**config.mk**
```make
export PLATFORM = sky130hd
export DESIGN_NAME = hdp_peripheral_flat
export DESIGN_NICKNAME = d
export VERILOG_FILES = /design/src/hdp_pkg.sv /design/src/hdp_link_if.sv /design/src/hdp_peripheral.sv /design/src/flat_wrapper.sv
export SDC_FILE = /design/constraint.sdc
export NUM_CORES = 1
export LEC_CHECK = 0
export ABC_AREA = 1
export BUFFER_PORTS_ARGS = -buffer_cell sky130_fd_sc_hd__buf_2
export CAP_MARGIN = 20
export CORE_MARGIN = 2
export CORE_UTILIZATION = 50
export CTS_CLUSTER_SIZE = 10
export DETAILED_ROUTE_END_ITERATION = 16
export GPL_ROUTABILITY_DRIVEN = 0
export PLACE_DENSITY = 0.85
export SYNTH_ARGS = -nofsm -noshare
export SYNTH_HDL_FRONTEND = slang
export SYNTH_SLANG_ARGS = --single-unit
```
**constraint.sdc**
```tcl
create_clock -name clk_sys -period 1.7 [get_ports clk_sys]
set_clock_uncertainty 0.2 [all_clocks]
set_input_delay 0.17 -clock clk_sys [delete_from_list [all_inputs] [get_ports clk_sys]]
set_output_delay 0.17 -clock clk_sys [all_outputs]
set_load 0.01 [all_outputs]
```
**src/hdp_pkg.sv**
```systemverilog
/*
 * Shared constants for the handshake/DMA port: control register layout, reset
 * value, mode codes and the AXI4-Lite map of the far end; assumes nothing.
 */
package hdp_pkg;
    // Control register field positions
    localparam int HDP_MODE_HI   = 7;
    localparam int HDP_MODE_LO   = 5;
    localparam int HDP_DEN_BIT   = 4;
    localparam int HDP_DIR_BIT   = 3;
    localparam int HDP_DST_BIT   = 2;
    localparam int HDP_DCH_BIT   = 1;
    localparam int HDP_FIX_BIT   = 0;
    localparam logic [7:0] HDP_CTRL_RESET = 8'hff;
    // Register file offsets of the two port control registers
    localparam logic [7:0] HDP_OFS_CTRL_PORT4 = 8'hf3;
    localparam logic [7:0] HDP_OFS_CTRL_PORT5 = 8'hf7;
    // Mode field codes (bit 7 is don't-care for disabled and bidirectional)
    localparam logic [1:0] HDP_M_LOW_DIS  = 2'h3;
    localparam logic [1:0] HDP_M_LOW_BIDI = 2'h0;
    localparam logic [2:0] HDP_M_OUT2 = 3'h6;
    localparam logic [2:0] HDP_M_OUT1 = 3'h2;
    localparam logic [2:0] HDP_M_IN2  = 3'h5;
    localparam logic [2:0] HDP_M_IN1  = 3'h1;
    typedef enum logic [2:0] {
        HDP_DISABLED, HDP_OUT_2L, HDP_OUT_1L, HDP_IN_2L, HDP_IN_1L, HDP_BIDIR
    } hdp_mode_t;
    // Far-end AXI4-Lite register byte offsets
    localparam logic [3:0] HDP_AXI_CTRL   = 4'h0;
    localparam logic [3:0] HDP_AXI_TXDATA = 4'h4;
    localparam logic [3:0] HDP_AXI_RXDATA = 4'h8;
    localparam logic [3:0] HDP_AXI_STATUS = 4'hc;
    localparam logic [1:0] HDP_RESP_OKAY   = 2'h0;
    localparam logic [1:0] HDP_RESP_SLVERR = 2'h2;
endpackage : hdp_pkg

```
**src/hdp_link_if.sv**
```systemverilog
/*
 * Pin-level link between the port (device end) and the external
 * peripheral (far end). Assumes one clock shared by the bench.
 */
`timescale 1ns/1ps
interface hdp_link_if;
    logic       write_strobe_n;  // Peripheral presents inbound data
    logic       write_ready_out; // Device input latches free
    logic       read_strobe_n;   // Peripheral requests outbound data
    logic       read_ready_out;  // Device outbound data valid
    logic [7:0] data_from_dev;
    logic       data_dev_oe;
    logic [7:0] data_from_per;
    logic       data_per_oe;
    logic       timer_capture_input; // AND of both strobes
    modport dev (input write_strobe_n, read_strobe_n, data_from_per, data_per_oe,
                 output write_ready_out, read_ready_out, data_from_dev, data_dev_oe);
    modport per (output write_strobe_n, read_strobe_n, data_from_per, data_per_oe,
                 output timer_capture_input, input write_ready_out, read_ready_out,
                 input data_from_dev, data_dev_oe);
endinterface : hdp_link_if

```
**src/hdp_peripheral.sv**
```systemverilog
/*
 * Far end: external peripheral that moves bytes over the four-line
 * bidirectional handshake. Software drives it over AXI4-Lite.
 * Assumes the device end keeps its own ready lines honest.
 */
`timescale 1ns/1ps
module hdp_peripheral
    import hdp_pkg::*;
#(
    parameter int STROBE_CYCLES = 6
) (
    // Clock and reset
    input  wire logic        clk_sys,
    input  wire logic        reset,
    // AXI4-Lite slave
    input  wire logic [3:0]  s_axi_awaddr,
    input  wire logic        s_axi_awvalid,
    output logic             s_axi_awready,
    input  wire logic [31:0] s_axi_wdata,
    input  wire logic [3:0]  s_axi_wstrb,
    input  wire logic        s_axi_wvalid,
    output logic             s_axi_wready,
    output logic [1:0]       s_axi_bresp,
    output logic             s_axi_bvalid,
    input  wire logic        s_axi_bready,
    input  wire logic [3:0]  s_axi_araddr,
    input  wire logic        s_axi_arvalid,
    output logic             s_axi_arready,
    output logic [31:0]      s_axi_rdata,
    output logic [1:0]       s_axi_rresp,
    output logic             s_axi_rvalid,
    input  wire logic        s_axi_rready,
    // Link to the device
    hdp_link_if.per          link
);
    initial begin
        if (STROBE_CYCLES < 6 || STROBE_CYCLES > 255) $error("STROBE_CYCLES out of range");
    end

    typedef enum logic [1:0] { HP_IDLE, HP_SEND, HP_FETCH } hdp_per_state_t;
    typedef struct packed {
        hdp_per_state_t fsm;
        logic [7:0]     cnt;
        logic           wstb_n;
        logic           rstb_n;
        logic           drive;
        logic [7:0]     tx;
        logic [7:0]     rx;
        logic           rx_valid;
        logic           go_send;
        logic           go_fetch;
        logic [1:0]     wr_rdy_s;
        logic [1:0]     rd_rdy_s;
        logic [7:0]     din_s0;
        logic [7:0]     din_s1;
        logic           aw_ok;
        logic           w_ok;
        logic [3:0]     aw_addr;
        logic [7:0]     w_data;
        logic           bvalid;
        logic [1:0]     bresp;
        logic           rvalid;
        logic [31:0]    rdata;
        logic [1:0]     rresp;
    } hdp_per_t;

    hdp_per_t s;
    hdp_per_t next_s;

    // Bus handshake, strobe sequencing and pin capture
    always_comb begin
        next_s          = s;
        next_s.wr_rdy_s = {s.wr_rdy_s[0], link.write_ready_out};
        next_s.rd_rdy_s = {s.rd_rdy_s[0], link.read_ready_out};
        next_s.din_s0   = link.data_dev_oe ? link.data_from_dev : ~link.data_from_dev; // Undriven
        next_s.din_s1   = s.din_s0;
        if (s_axi_awvalid && !s.aw_ok && !s.bvalid) begin
            next_s.aw_ok   = 1'b1;
            next_s.aw_addr = s_axi_awaddr;
        end
        if (s_axi_wvalid && !s.w_ok && !s.bvalid) begin
            next_s.w_ok   = 1'b1;
            next_s.w_data = s_axi_wdata[7:0];
        end
        // Write executes once address and data have both arrived
        if (s.aw_ok && s.w_ok) begin
            next_s.aw_ok  = 1'b0;
            next_s.w_ok   = 1'b0;
            next_s.bvalid = 1'b1;
            next_s.bresp  = HDP_RESP_OKAY;
            if (s.aw_addr == HDP_AXI_CTRL) begin
                next_s.go_send  = s.w_data[0];
                next_s.go_fetch = s.w_data[1];
            end else if (s.aw_addr == HDP_AXI_TXDATA) begin
                next_s.tx = s.w_data;
            end else begin
                next_s.bresp = HDP_RESP_SLVERR;
            end
        end
        if (s.bvalid && s_axi_bready) begin
            next_s.bvalid = 1'b0;
        end
        if (s_axi_arvalid && !s.rvalid) begin
            next_s.rvalid = 1'b1;
            next_s.rresp  = HDP_RESP_OKAY;
            if (s_axi_araddr == HDP_AXI_CTRL) begin
                next_s.rdata = {30'h0, s.go_fetch, s.go_send};
            end else if (s_axi_araddr == HDP_AXI_TXDATA) begin
                next_s.rdata = {24'h0, s.tx};
            end else if (s_axi_araddr == HDP_AXI_RXDATA) begin
                next_s.rdata = {24'h0, s.rx};
                next_s.rx_valid = 1'b0;
            end else if (s_axi_araddr == HDP_AXI_STATUS) begin
                next_s.rdata = {28'h0, s.rx_valid, s.rd_rdy_s[1], s.wr_rdy_s[1],
                                s.fsm != HP_IDLE};
            end else begin
                next_s.rdata = 32'h0;
                next_s.rresp = HDP_RESP_SLVERR;
            end
        end
        if (s.rvalid && s_axi_rready) begin
            next_s.rvalid = 1'b0;
        end

        case (s.fsm)
            HP_IDLE: begin
                next_s.cnt = 8'h00;
                // load only while write ready is high
                if (s.go_send && s.wr_rdy_s[1]) begin
                    next_s.fsm     = HP_SEND;
                    next_s.go_send = 1'b0;
                    next_s.drive   = 1'b1;
                    next_s.wstb_n  = 1'b0;
                end else if (s.go_fetch && s.rd_rdy_s[1]) begin
                    // request outbound data with a low read strobe
                    next_s.fsm      = HP_FETCH;
                    next_s.go_fetch = 1'b0;
                    next_s.rstb_n   = 1'b0;
                end
            end
            HP_SEND: begin
                // data held while the write strobe is low
                next_s.cnt = s.cnt + 8'h01;
                if (s.cnt == 8'(STROBE_CYCLES - 1)) begin
                    next_s.wstb_n = 1'b1;
                    next_s.drive  = 1'b0;
                    next_s.fsm    = HP_IDLE;
                end
            end
            default: begin
                next_s.cnt = s.cnt + 8'h01;
                if (s.cnt == 8'(STROBE_CYCLES - 1)) begin
                    next_s.rx       = s.din_s1;
                    next_s.rx_valid = 1'b1;
                    next_s.rstb_n   = 1'b1;
                    next_s.fsm      = HP_IDLE;
                end
            end
        endcase
    end

    always_ff @(posedge clk_sys) begin
        if (reset) begin
            s        <= '0;
            s.fsm    <= HP_IDLE;
            s.wstb_n <= 1'b1;
            s.rstb_n <= 1'b1;
        end else begin
            s <= next_s;
        end
    end

    assign s_axi_awready = s_axi_awvalid && !s.aw_ok && !s.bvalid;
    assign s_axi_wready  = s_axi_wvalid && !s.w_ok && !s.bvalid;
    assign s_axi_bvalid  = s.bvalid;
    assign s_axi_bresp   = s.bresp;
    assign s_axi_arready = s_axi_arvalid && !s.rvalid;
    assign s_axi_rvalid  = s.rvalid;
    assign s_axi_rdata   = s.rdata;
    assign s_axi_rresp   = s.rresp;
    assign link.write_strobe_n = s.wstb_n;
    assign link.read_strobe_n  = s.rstb_n;
    assign link.data_from_per  = s.tx;
    assign link.data_per_oe    = s.drive;
    // strobes ANDed into the timer capture line
    assign link.timer_capture_input = s.wstb_n & s.rstb_n;
endmodule : hdp_peripheral

```
**src/flat_wrapper.sv**
```systemverilog
// flat-port wrapper written by rule: the top's interface ports become plain ports
module hdp_peripheral_flat import hdp_pkg::*;
#(
    parameter int STROBE_CYCLES = 6
)
  (clk_sys, reset, s_axi_awaddr, s_axi_awvalid, s_axi_awready, s_axi_wdata, s_axi_wstrb, s_axi_wvalid, s_axi_wready, s_axi_bresp, s_axi_bvalid, s_axi_bready, s_axi_araddr, s_axi_arvalid, s_axi_arready, s_axi_rdata, s_axi_rresp, s_axi_rvalid, s_axi_rready, link_write_strobe_n, link_read_strobe_n, link_data_from_per, link_data_per_oe, link_timer_capture_input, link_write_ready_out, link_read_ready_out, link_data_from_dev, link_data_dev_oe);
  hdp_link_if link_i ();
  input  wire logic clk_sys;
  input  wire logic reset;
  input  wire logic [3:0] s_axi_awaddr;
  input  wire logic s_axi_awvalid;
  output logic s_axi_awready;
  input  wire logic [31:0] s_axi_wdata;
  input  wire logic [3:0] s_axi_wstrb;
  input  wire logic s_axi_wvalid;
  output logic s_axi_wready;
  output logic [1:0] s_axi_bresp;
  output logic s_axi_bvalid;
  input  wire logic s_axi_bready;
  input  wire logic [3:0] s_axi_araddr;
  input  wire logic s_axi_arvalid;
  output logic s_axi_arready;
  output logic [31:0] s_axi_rdata;
  output logic [1:0] s_axi_rresp;
  output logic s_axi_rvalid;
  input  wire logic s_axi_rready;
  output wire logic [$bits(link_i.write_strobe_n)-1:0] link_write_strobe_n;
  output wire logic [$bits(link_i.read_strobe_n)-1:0] link_read_strobe_n;
  output wire logic [$bits(link_i.data_from_per)-1:0] link_data_from_per;
  output wire logic [$bits(link_i.data_per_oe)-1:0] link_data_per_oe;
  output wire logic [$bits(link_i.timer_capture_input)-1:0] link_timer_capture_input;
  input wire logic [$bits(link_i.write_ready_out)-1:0] link_write_ready_out;
  input wire logic [$bits(link_i.read_ready_out)-1:0] link_read_ready_out;
  input wire logic [$bits(link_i.data_from_dev)-1:0] link_data_from_dev;
  input wire logic [$bits(link_i.data_dev_oe)-1:0] link_data_dev_oe;
  assign link_write_strobe_n = link_i.write_strobe_n;
  assign link_read_strobe_n = link_i.read_strobe_n;
  assign link_data_from_per = link_i.data_from_per;
  assign link_data_per_oe = link_i.data_per_oe;
  assign link_timer_capture_input = link_i.timer_capture_input;
  assign link_i.write_ready_out = link_write_ready_out;
  assign link_i.read_ready_out = link_read_ready_out;
  assign link_i.data_from_dev = link_data_from_dev;
  assign link_i.data_dev_oe = link_data_dev_oe;
  hdp_peripheral #(.STROBE_CYCLES(STROBE_CYCLES)) u_core (.clk_sys(clk_sys), .reset(reset), .s_axi_awaddr(s_axi_awaddr), .s_axi_awvalid(s_axi_awvalid), .s_axi_awready(s_axi_awready), .s_axi_wdata(s_axi_wdata), .s_axi_wstrb(s_axi_wstrb), .s_axi_wvalid(s_axi_wvalid), .s_axi_wready(s_axi_wready), .s_axi_bresp(s_axi_bresp), .s_axi_bvalid(s_axi_bvalid), .s_axi_bready(s_axi_bready), .s_axi_araddr(s_axi_araddr), .s_axi_arvalid(s_axi_arvalid), .s_axi_arready(s_axi_arready), .s_axi_rdata(s_axi_rdata), .s_axi_rresp(s_axi_rresp), .s_axi_rvalid(s_axi_rvalid), .s_axi_rready(s_axi_rready), .link(link_i));
endmodule
```
# Yosys cells after proc, flatten, opt, wreduce, memory -nomap -nowiden
# Index checks and enable logic that the tools add are counted.
dict set report totals {
  latch_bits 0
  mem_count 0
  reg_bits 104
  output_inout_bits 53
  inputBits 62
  rom_bits 0
  ram_bits 0
}
dict set report classes {
  magnitude_cmp 0
  addsub 1
  n_shift 0
  multipliers 0
  mux 36
  n_eq_ne 11
  reduce_logical 30
  div_mod_pow 0
  n_bitwise 5
}
# cell n
set op_table {}
lappend op_table {{32-bit 2-to-1 mux} 2}
lappend op_table {{2-bit 2-to-1 mux} 12}
lappend op_table {{8-bit 2-to-1 mux} 2}
lappend op_table {{1-bit 2-to-1 mux} 15}
lappend op_table {{1-bit logical AND} 10}
lappend op_table {{10-bit 2-to-1 mux} 1}
lappend op_table {{2-bit OR reduction} 5}
lappend op_table {{8-bit by 1-bit adder with 8-bit output (second input constant)} 1}
lappend op_table {{4-bit by 3-bit == test with 1-bit output (second input constant)} 2}
lappend op_table {{4-bit == test (second input constant)} 2}
lappend op_table {{8-bit by 3-bit == test with 1-bit output (second input constant)} 1}
lappend op_table {{4-bit zero test} 2}
lappend op_table {{8-bit NOT} 1}
lappend op_table {{2-bit by 1-bit inequality test with 1-bit output (second input constant)} 3}
lappend op_table {{1-bit case mux with 2 select lines} 3}
lappend op_table {{3-bit AND reduction} 2}
lappend op_table {{2-bit nonzero test} 3}
lappend op_table {{1-bit zero test} 4}
lappend op_table {{4-bit 2-to-1 mux} 1}
lappend op_table {{2-bit AND reduction} 2}
lappend op_table {{4-bit AND reduction} 1}
lappend op_table {{3-bit by 1-bit inequality test with 1-bit output (second input constant)} 1}
lappend op_table {{1-bit NOT} 3}
lappend op_table {{2-bit by 1-bit == test with 1-bit output (second input constant)} 1}
lappend op_table {{3 further kinds} 3}

# Depth between registers and ports, before layout
dict set report logic_depth {
  depth_word 7
  mapped_depth 8
  mapped_depth_nobuf 7
}

# Worst setup path before layout
# OpenSTA, ideal clock, no wires.
dict set report synth_path {
  kind {register to register}
  from {register u_core.s[94] in the netlist's numbering}
  to {register u_core.s[78] in the netlist's numbering}
  required_time_ns 1.366
  arrival_time_ns 1.068
  setup_slack_ns 0.299
  period_less_slack_ns 1.401
  setup_ns 0.134
  n_path_buf 0
  stages_incl_launch_ff 7
  cell_sequence {dfxtp_1 -> ha_1 -> nand3_2 -> nor2_4 -> nand2_4 -> nand2_1 -> a21oi_1}
}
dict set report synth_via {
  elab_chain_cells 2
}
# element line_no
set synth_rtl {}
lappend synth_rtl {{start: declaration} hdp_peripheral.sv:67} ;# hdp_per_t s;
lappend synth_rtl {{start signal: assignment} hdp_peripheral.sv:169} ;# s <= next_s;
lappend synth_rtl {{8-bit by 3-bit == test with 1-bit output} hdp_peripheral.sv:152} ;# if (s.cnt == 8'(STROBE_CYCLES - 1)) begin
lappend synth_rtl {{2-bit AND reduction (no source line)} n/a}
# Every way passes these cells.
# A chain may end at the register's enable or synchronous reset.

# Worst setup path after layout
dict set report layout_path {
  from {register u_core.s[94] in the netlist's numbering}
  to {register u_core.s[103] in the netlist's numbering}
}
dict set report layout_via {
  elab_chain_cells 3
}
# element line_no
set layout_rtl {}
lappend layout_rtl {{8-bit by 3-bit == test with 1-bit output} {hdp_peripheral.sv:144, hdp_peripheral.sv:152}}
lappend layout_rtl {{2-bit nonzero test (no source line)} n/a}
lappend layout_rtl {{2-bit AND reduction (no source line)} n/a}
# Every way passes these cells.

==> summary.txt <==
Die
  • Die X-Extent: 86.3 microns
  • Core Rows: 30
  • DIE HEIGHT: 86.3 microns
  • Floorplan die area: 7450 sq um
  • Initial standard-cell utilization of the core: 50.7%
  • Core Area: 6680 sq um
  • Number of ports placed on the die boundary: 115

Worst setup path
  • Dominant cell type by count on the critical path: sky130_fd_sc_hd__nand2_1
  • Crit path capture type: flop
  • Cell Chain, Critical Path: ha_1 -> nand3_2 -> o21ai_0 -> nand2_1 -> nand2_1 -> a21oi_1
  • Reg-to-reg slack, setup: 110 ps
  • Worst setup SP type: flop
  • Count of buffer and inverter cells on the critical path: 0
  • Crit path max-delay cell type: sky130_fd_sc_hd__dfxtp_1
  • Max incr delay on CP: 400 ps
  • Worst Path Max Fanout: 4
  • Critical path start-end classification: reg2reg
  • Critical Path RT: 1720 ps
  • Gate family responsible for the most delay along the worst path: flip-flops
  • CP arrival: 1600 ps

Status
  • Result of the run: complete, no violations

Global route
  • Largest net degree at the start of global routing: 47
  • Leftover overflow at the end of global routing: 0
  • First-pass GRT wire length: 11100 microns
  • Vias in the first global route: 2508
  • Global Route Usage Sum: 18.8%
  • Initial antenna violation count: 0

Route
  • Average routed wire per standard cell: 11.8 microns
  • DR iter-0 viols: 148
  • Via count of the routed design: 2845
  • DRC: 0
  • Antenna Violating Nets Remaining: 0
  • Via density: 4.77
  • Iteration count of the initial detailed-routing pass: 4
  • Total routed wirelength: 7060 microns

CTS
  • Maximum clock path buffer count: 2
  • Number of buffers created by CTS: 9
  • Clock insertion delay at the later pin of the skew report: 340 ps
  • Clock Pin Slew Worst Setup and Hold Paths: 70 ps
  • Root Buffer Master: sky130_fd_sc_hd__clkbuf_8
  • Count of H-tree levels built during CTS: 3
  • CTS tree: done
  • Number of sinks driven by the clock tree: 78

Placement
  • Final HPWL from detailed placement: 4760 microns
  • Buffers on Ports: 60
  • DP Area: 3530 sq um
  • Worst-case setup slack after placement: 50.6 ps

STA
  • Setup violations, final: 0
  • Final number of hold-violating endpoints: 0
  • Unrepaired setup endpoints after global routing: no
  • Crit path time final: 1590 ps
  • Number of pins exceeding their max-slew limit in the final report: 0
  • Setup Total Neg Slack: 0 ps
  • Top achievable clock speed: 630 MHz
  • Final critical-path setup slack: 113 ps
  • Final cycle utilization of the critical path: 93.4%

Synthesis
  • Most frequently used flop master after synthesis: sky130_fd_sc_hd__dfxtp_1
  • Count of cell types in the netlist: 30
  • Post-Syn Instances: 434
  • Yosys reg bits: 78
  • Most area-hungry cell type in the Yosys netlist: sky130_fd_sc_hd__dfxtp_1
  • Most frequent cells after synthesis: sky130_fd_sc_hd__dfxtp_1, sky130_fd_sc_hd__nand2_1, sky130_fd_sc_hd__nor2_1
  • Proportion of synthesized flip-flops having asynchronous set or reset: 0%
  • Most frequently used cell type in the post-synthesis netlist: sky130_fd_sc_hd__dfxtp_1
  • Sequential element share of the synthesized area: 46.1%
  • Total standard cell area after synthesis: 3390 sq um
  • Number of enable-type register cells in the synthesized netlist: 0
  • Cell types occupying the most area after synthesis: sky130_fd_sc_hd__dfxtp_1, sky130_fd_sc_hd__buf_4, sky130_fd_sc_hd__nand2_1
  • Synth top area share: 46.1%
  • Syn avg cell area: 7.81 sq um
  • Yosys Warn Count: 0

Power
  • Static Leak: 0.00185 uW
  • IR Drop Worst-Case VDD: 0.000461 V
  • Total power: 3950 uW
  • Power per unit of standard cell area: 967 nW/um^2

Finish
  • Number of diodes added for antenna fixing: 0
  • Fraction of layout cells with a size suffix above 1: 21.3%
  • Final layout net count: 575
  • Number of fill cells in the layout: 590
  • Layout overhead on the synthesized area: 20.6%
  • Post-route cell area: 4090 sq um

Min path
  • Path class of the lowest-slack min-delay path: in2reg

Flow run
  • Max-cap viol count: 0
==> power by group <==
part	total, uW	switching [uW]	internal (uW)
clock network	1610	636	975
logic	390	222	168
registers	1950	45.7	1910
total	3950	904	3050
==> final cells by class <==
class                           instances  area, sq um  area share [%]
Multi-Input combinational cell        282         1370            33.5
Clock inverter                          4         95.1            2.33
Sequential cell                        78         1560            38.2
Clock buffer                           12          135            3.31
Inverter                               41          161            3.95
Timing Repair Buffer                   99          666            16.3
Tap cell                               80          100            2.45
==> registers in the layout (all words and copies together) (netlist names) <==
name / count
u_core.s: 45
u_core.next_s: 10
u_core.link.data_from_per: 8
u_core.s_axi_rdata: 8
u_core.link.data_per_oe: 1
u_core.link.read_strobe_n: 1
u_core.link.write_strobe_n: 1
u_core.s_axi_bresp: 1
u_core.s_axi_bvalid: 1
u_core.s_axi_rresp: 1
u_core.s_axi_rvalid: 1
==> placed cells by master, fill, tap and decap left out, types with 2 or more instances in the layout <==
cell type	n
sky130_fd_sc_hd__dfxtp_1	78
sky130_fd_sc_hd__nand2_1	66
sky130_fd_sc_hd__buf_2	60
sky130_fd_sc_hd__nor2_1	57
sky130_fd_sc_hd__nand3_1	37
sky130_fd_sc_hd__a21oi_1	37
sky130_fd_sc_hd__inv_1	36
sky130_fd_sc_hd__conb_1	26
sky130_fd_sc_hd__dlygate4sd3_1	24
sky130_fd_sc_hd__o21ai_0	21
sky130_fd_sc_hd__buf_4	14
sky130_fd_sc_hd__clkbuf_8	9
sky130_fd_sc_hd__xor2_1	8
sky130_fd_sc_hd__nand3_2	6
sky130_fd_sc_hd__nand4_1	4
sky130_fd_sc_hd__nor3_1	3
sky130_fd_sc_hd__inv_2	3
sky130_fd_sc_hd__nor2_4	3
sky130_fd_sc_hd__bufinv_16	3
sky130_fd_sc_hd__clkbuf_1	3
sky130_fd_sc_hd__clkinvlp_4	2
sky130_fd_sc_hd__nand2_2	2
sky130_fd_sc_hd__nand2_4	2
sky130_fd_sc_hd__ha_1	2
==> stage by stage <==
stage	util, %	cells	hold slack [ps]
3_3_place_gp	52.9	549	153
2_1_floorplan	-	459	63.5
4_1_cts	59.9	589	12.8
6_report	61.2	596	3.56
3_5_place_dp	52.9	549	163
5_1_grt	61.2	596	11.6
==> what timing repair did <==
| item | 4_1_cts | 5_1_grt |
|---|---|---|
| hold buffers | 24 | 0 |
| endpoints found under the hold margin | 24 | 0 |
| setup buffers | 0 | 7 |
| resized for setup | 0 | 4 |
| setup endpoints to repair | 0 | 13 |
==> worst min-delay path, cell delays in order <==
cell and delay [ps]:
sky130_fd_sc_hd__buf_2 110, sky130_fd_sc_hd__nand3_2 140, sky130_fd_sc_hd__a21oi_1 80
==> routing by layer <==
metal	share of wire, %	up-vias	track usage [%]
met3	5.1	12	5.52
met1	43	1291	22.3
li1	-	1460	-
met2	50	82	32.9
met5	0	-	0
met4	1.4	0	5.68
==> worst paths after layout <==
| path | cells after the start | to | startpoint |
|---|---|---|---|
| max | 6 | u_core.s[103] | u_core.s[94] |
| min | 3 | u_core.s[51] | s_axi_awvalid |
| max reg2reg | 6 | u_core.s[103] | u_core.s[94] |
| min reg2reg | 2 | u_core.s[55] | u_core.next_s[55] |
==> cells by family (layout without fill, tap and decap cells) <==
family | Yosys count | in the layout | share of synthesized area, %
buffers and inverters | 99 | 156 | 16.6
AOI/OAI and AO/OA | 61 | 61 | 9.27
adders and majority gates | 2 | 2 | 0.738
xor gates and xnor gates | 8 | 8 | 2.07
DFF | 78 | 78 | 46.1
and+or+nand+nor | 185 | 185 | 25.1
other | 1 | 26 | 0.111
(Power assumes the default switching activity.)
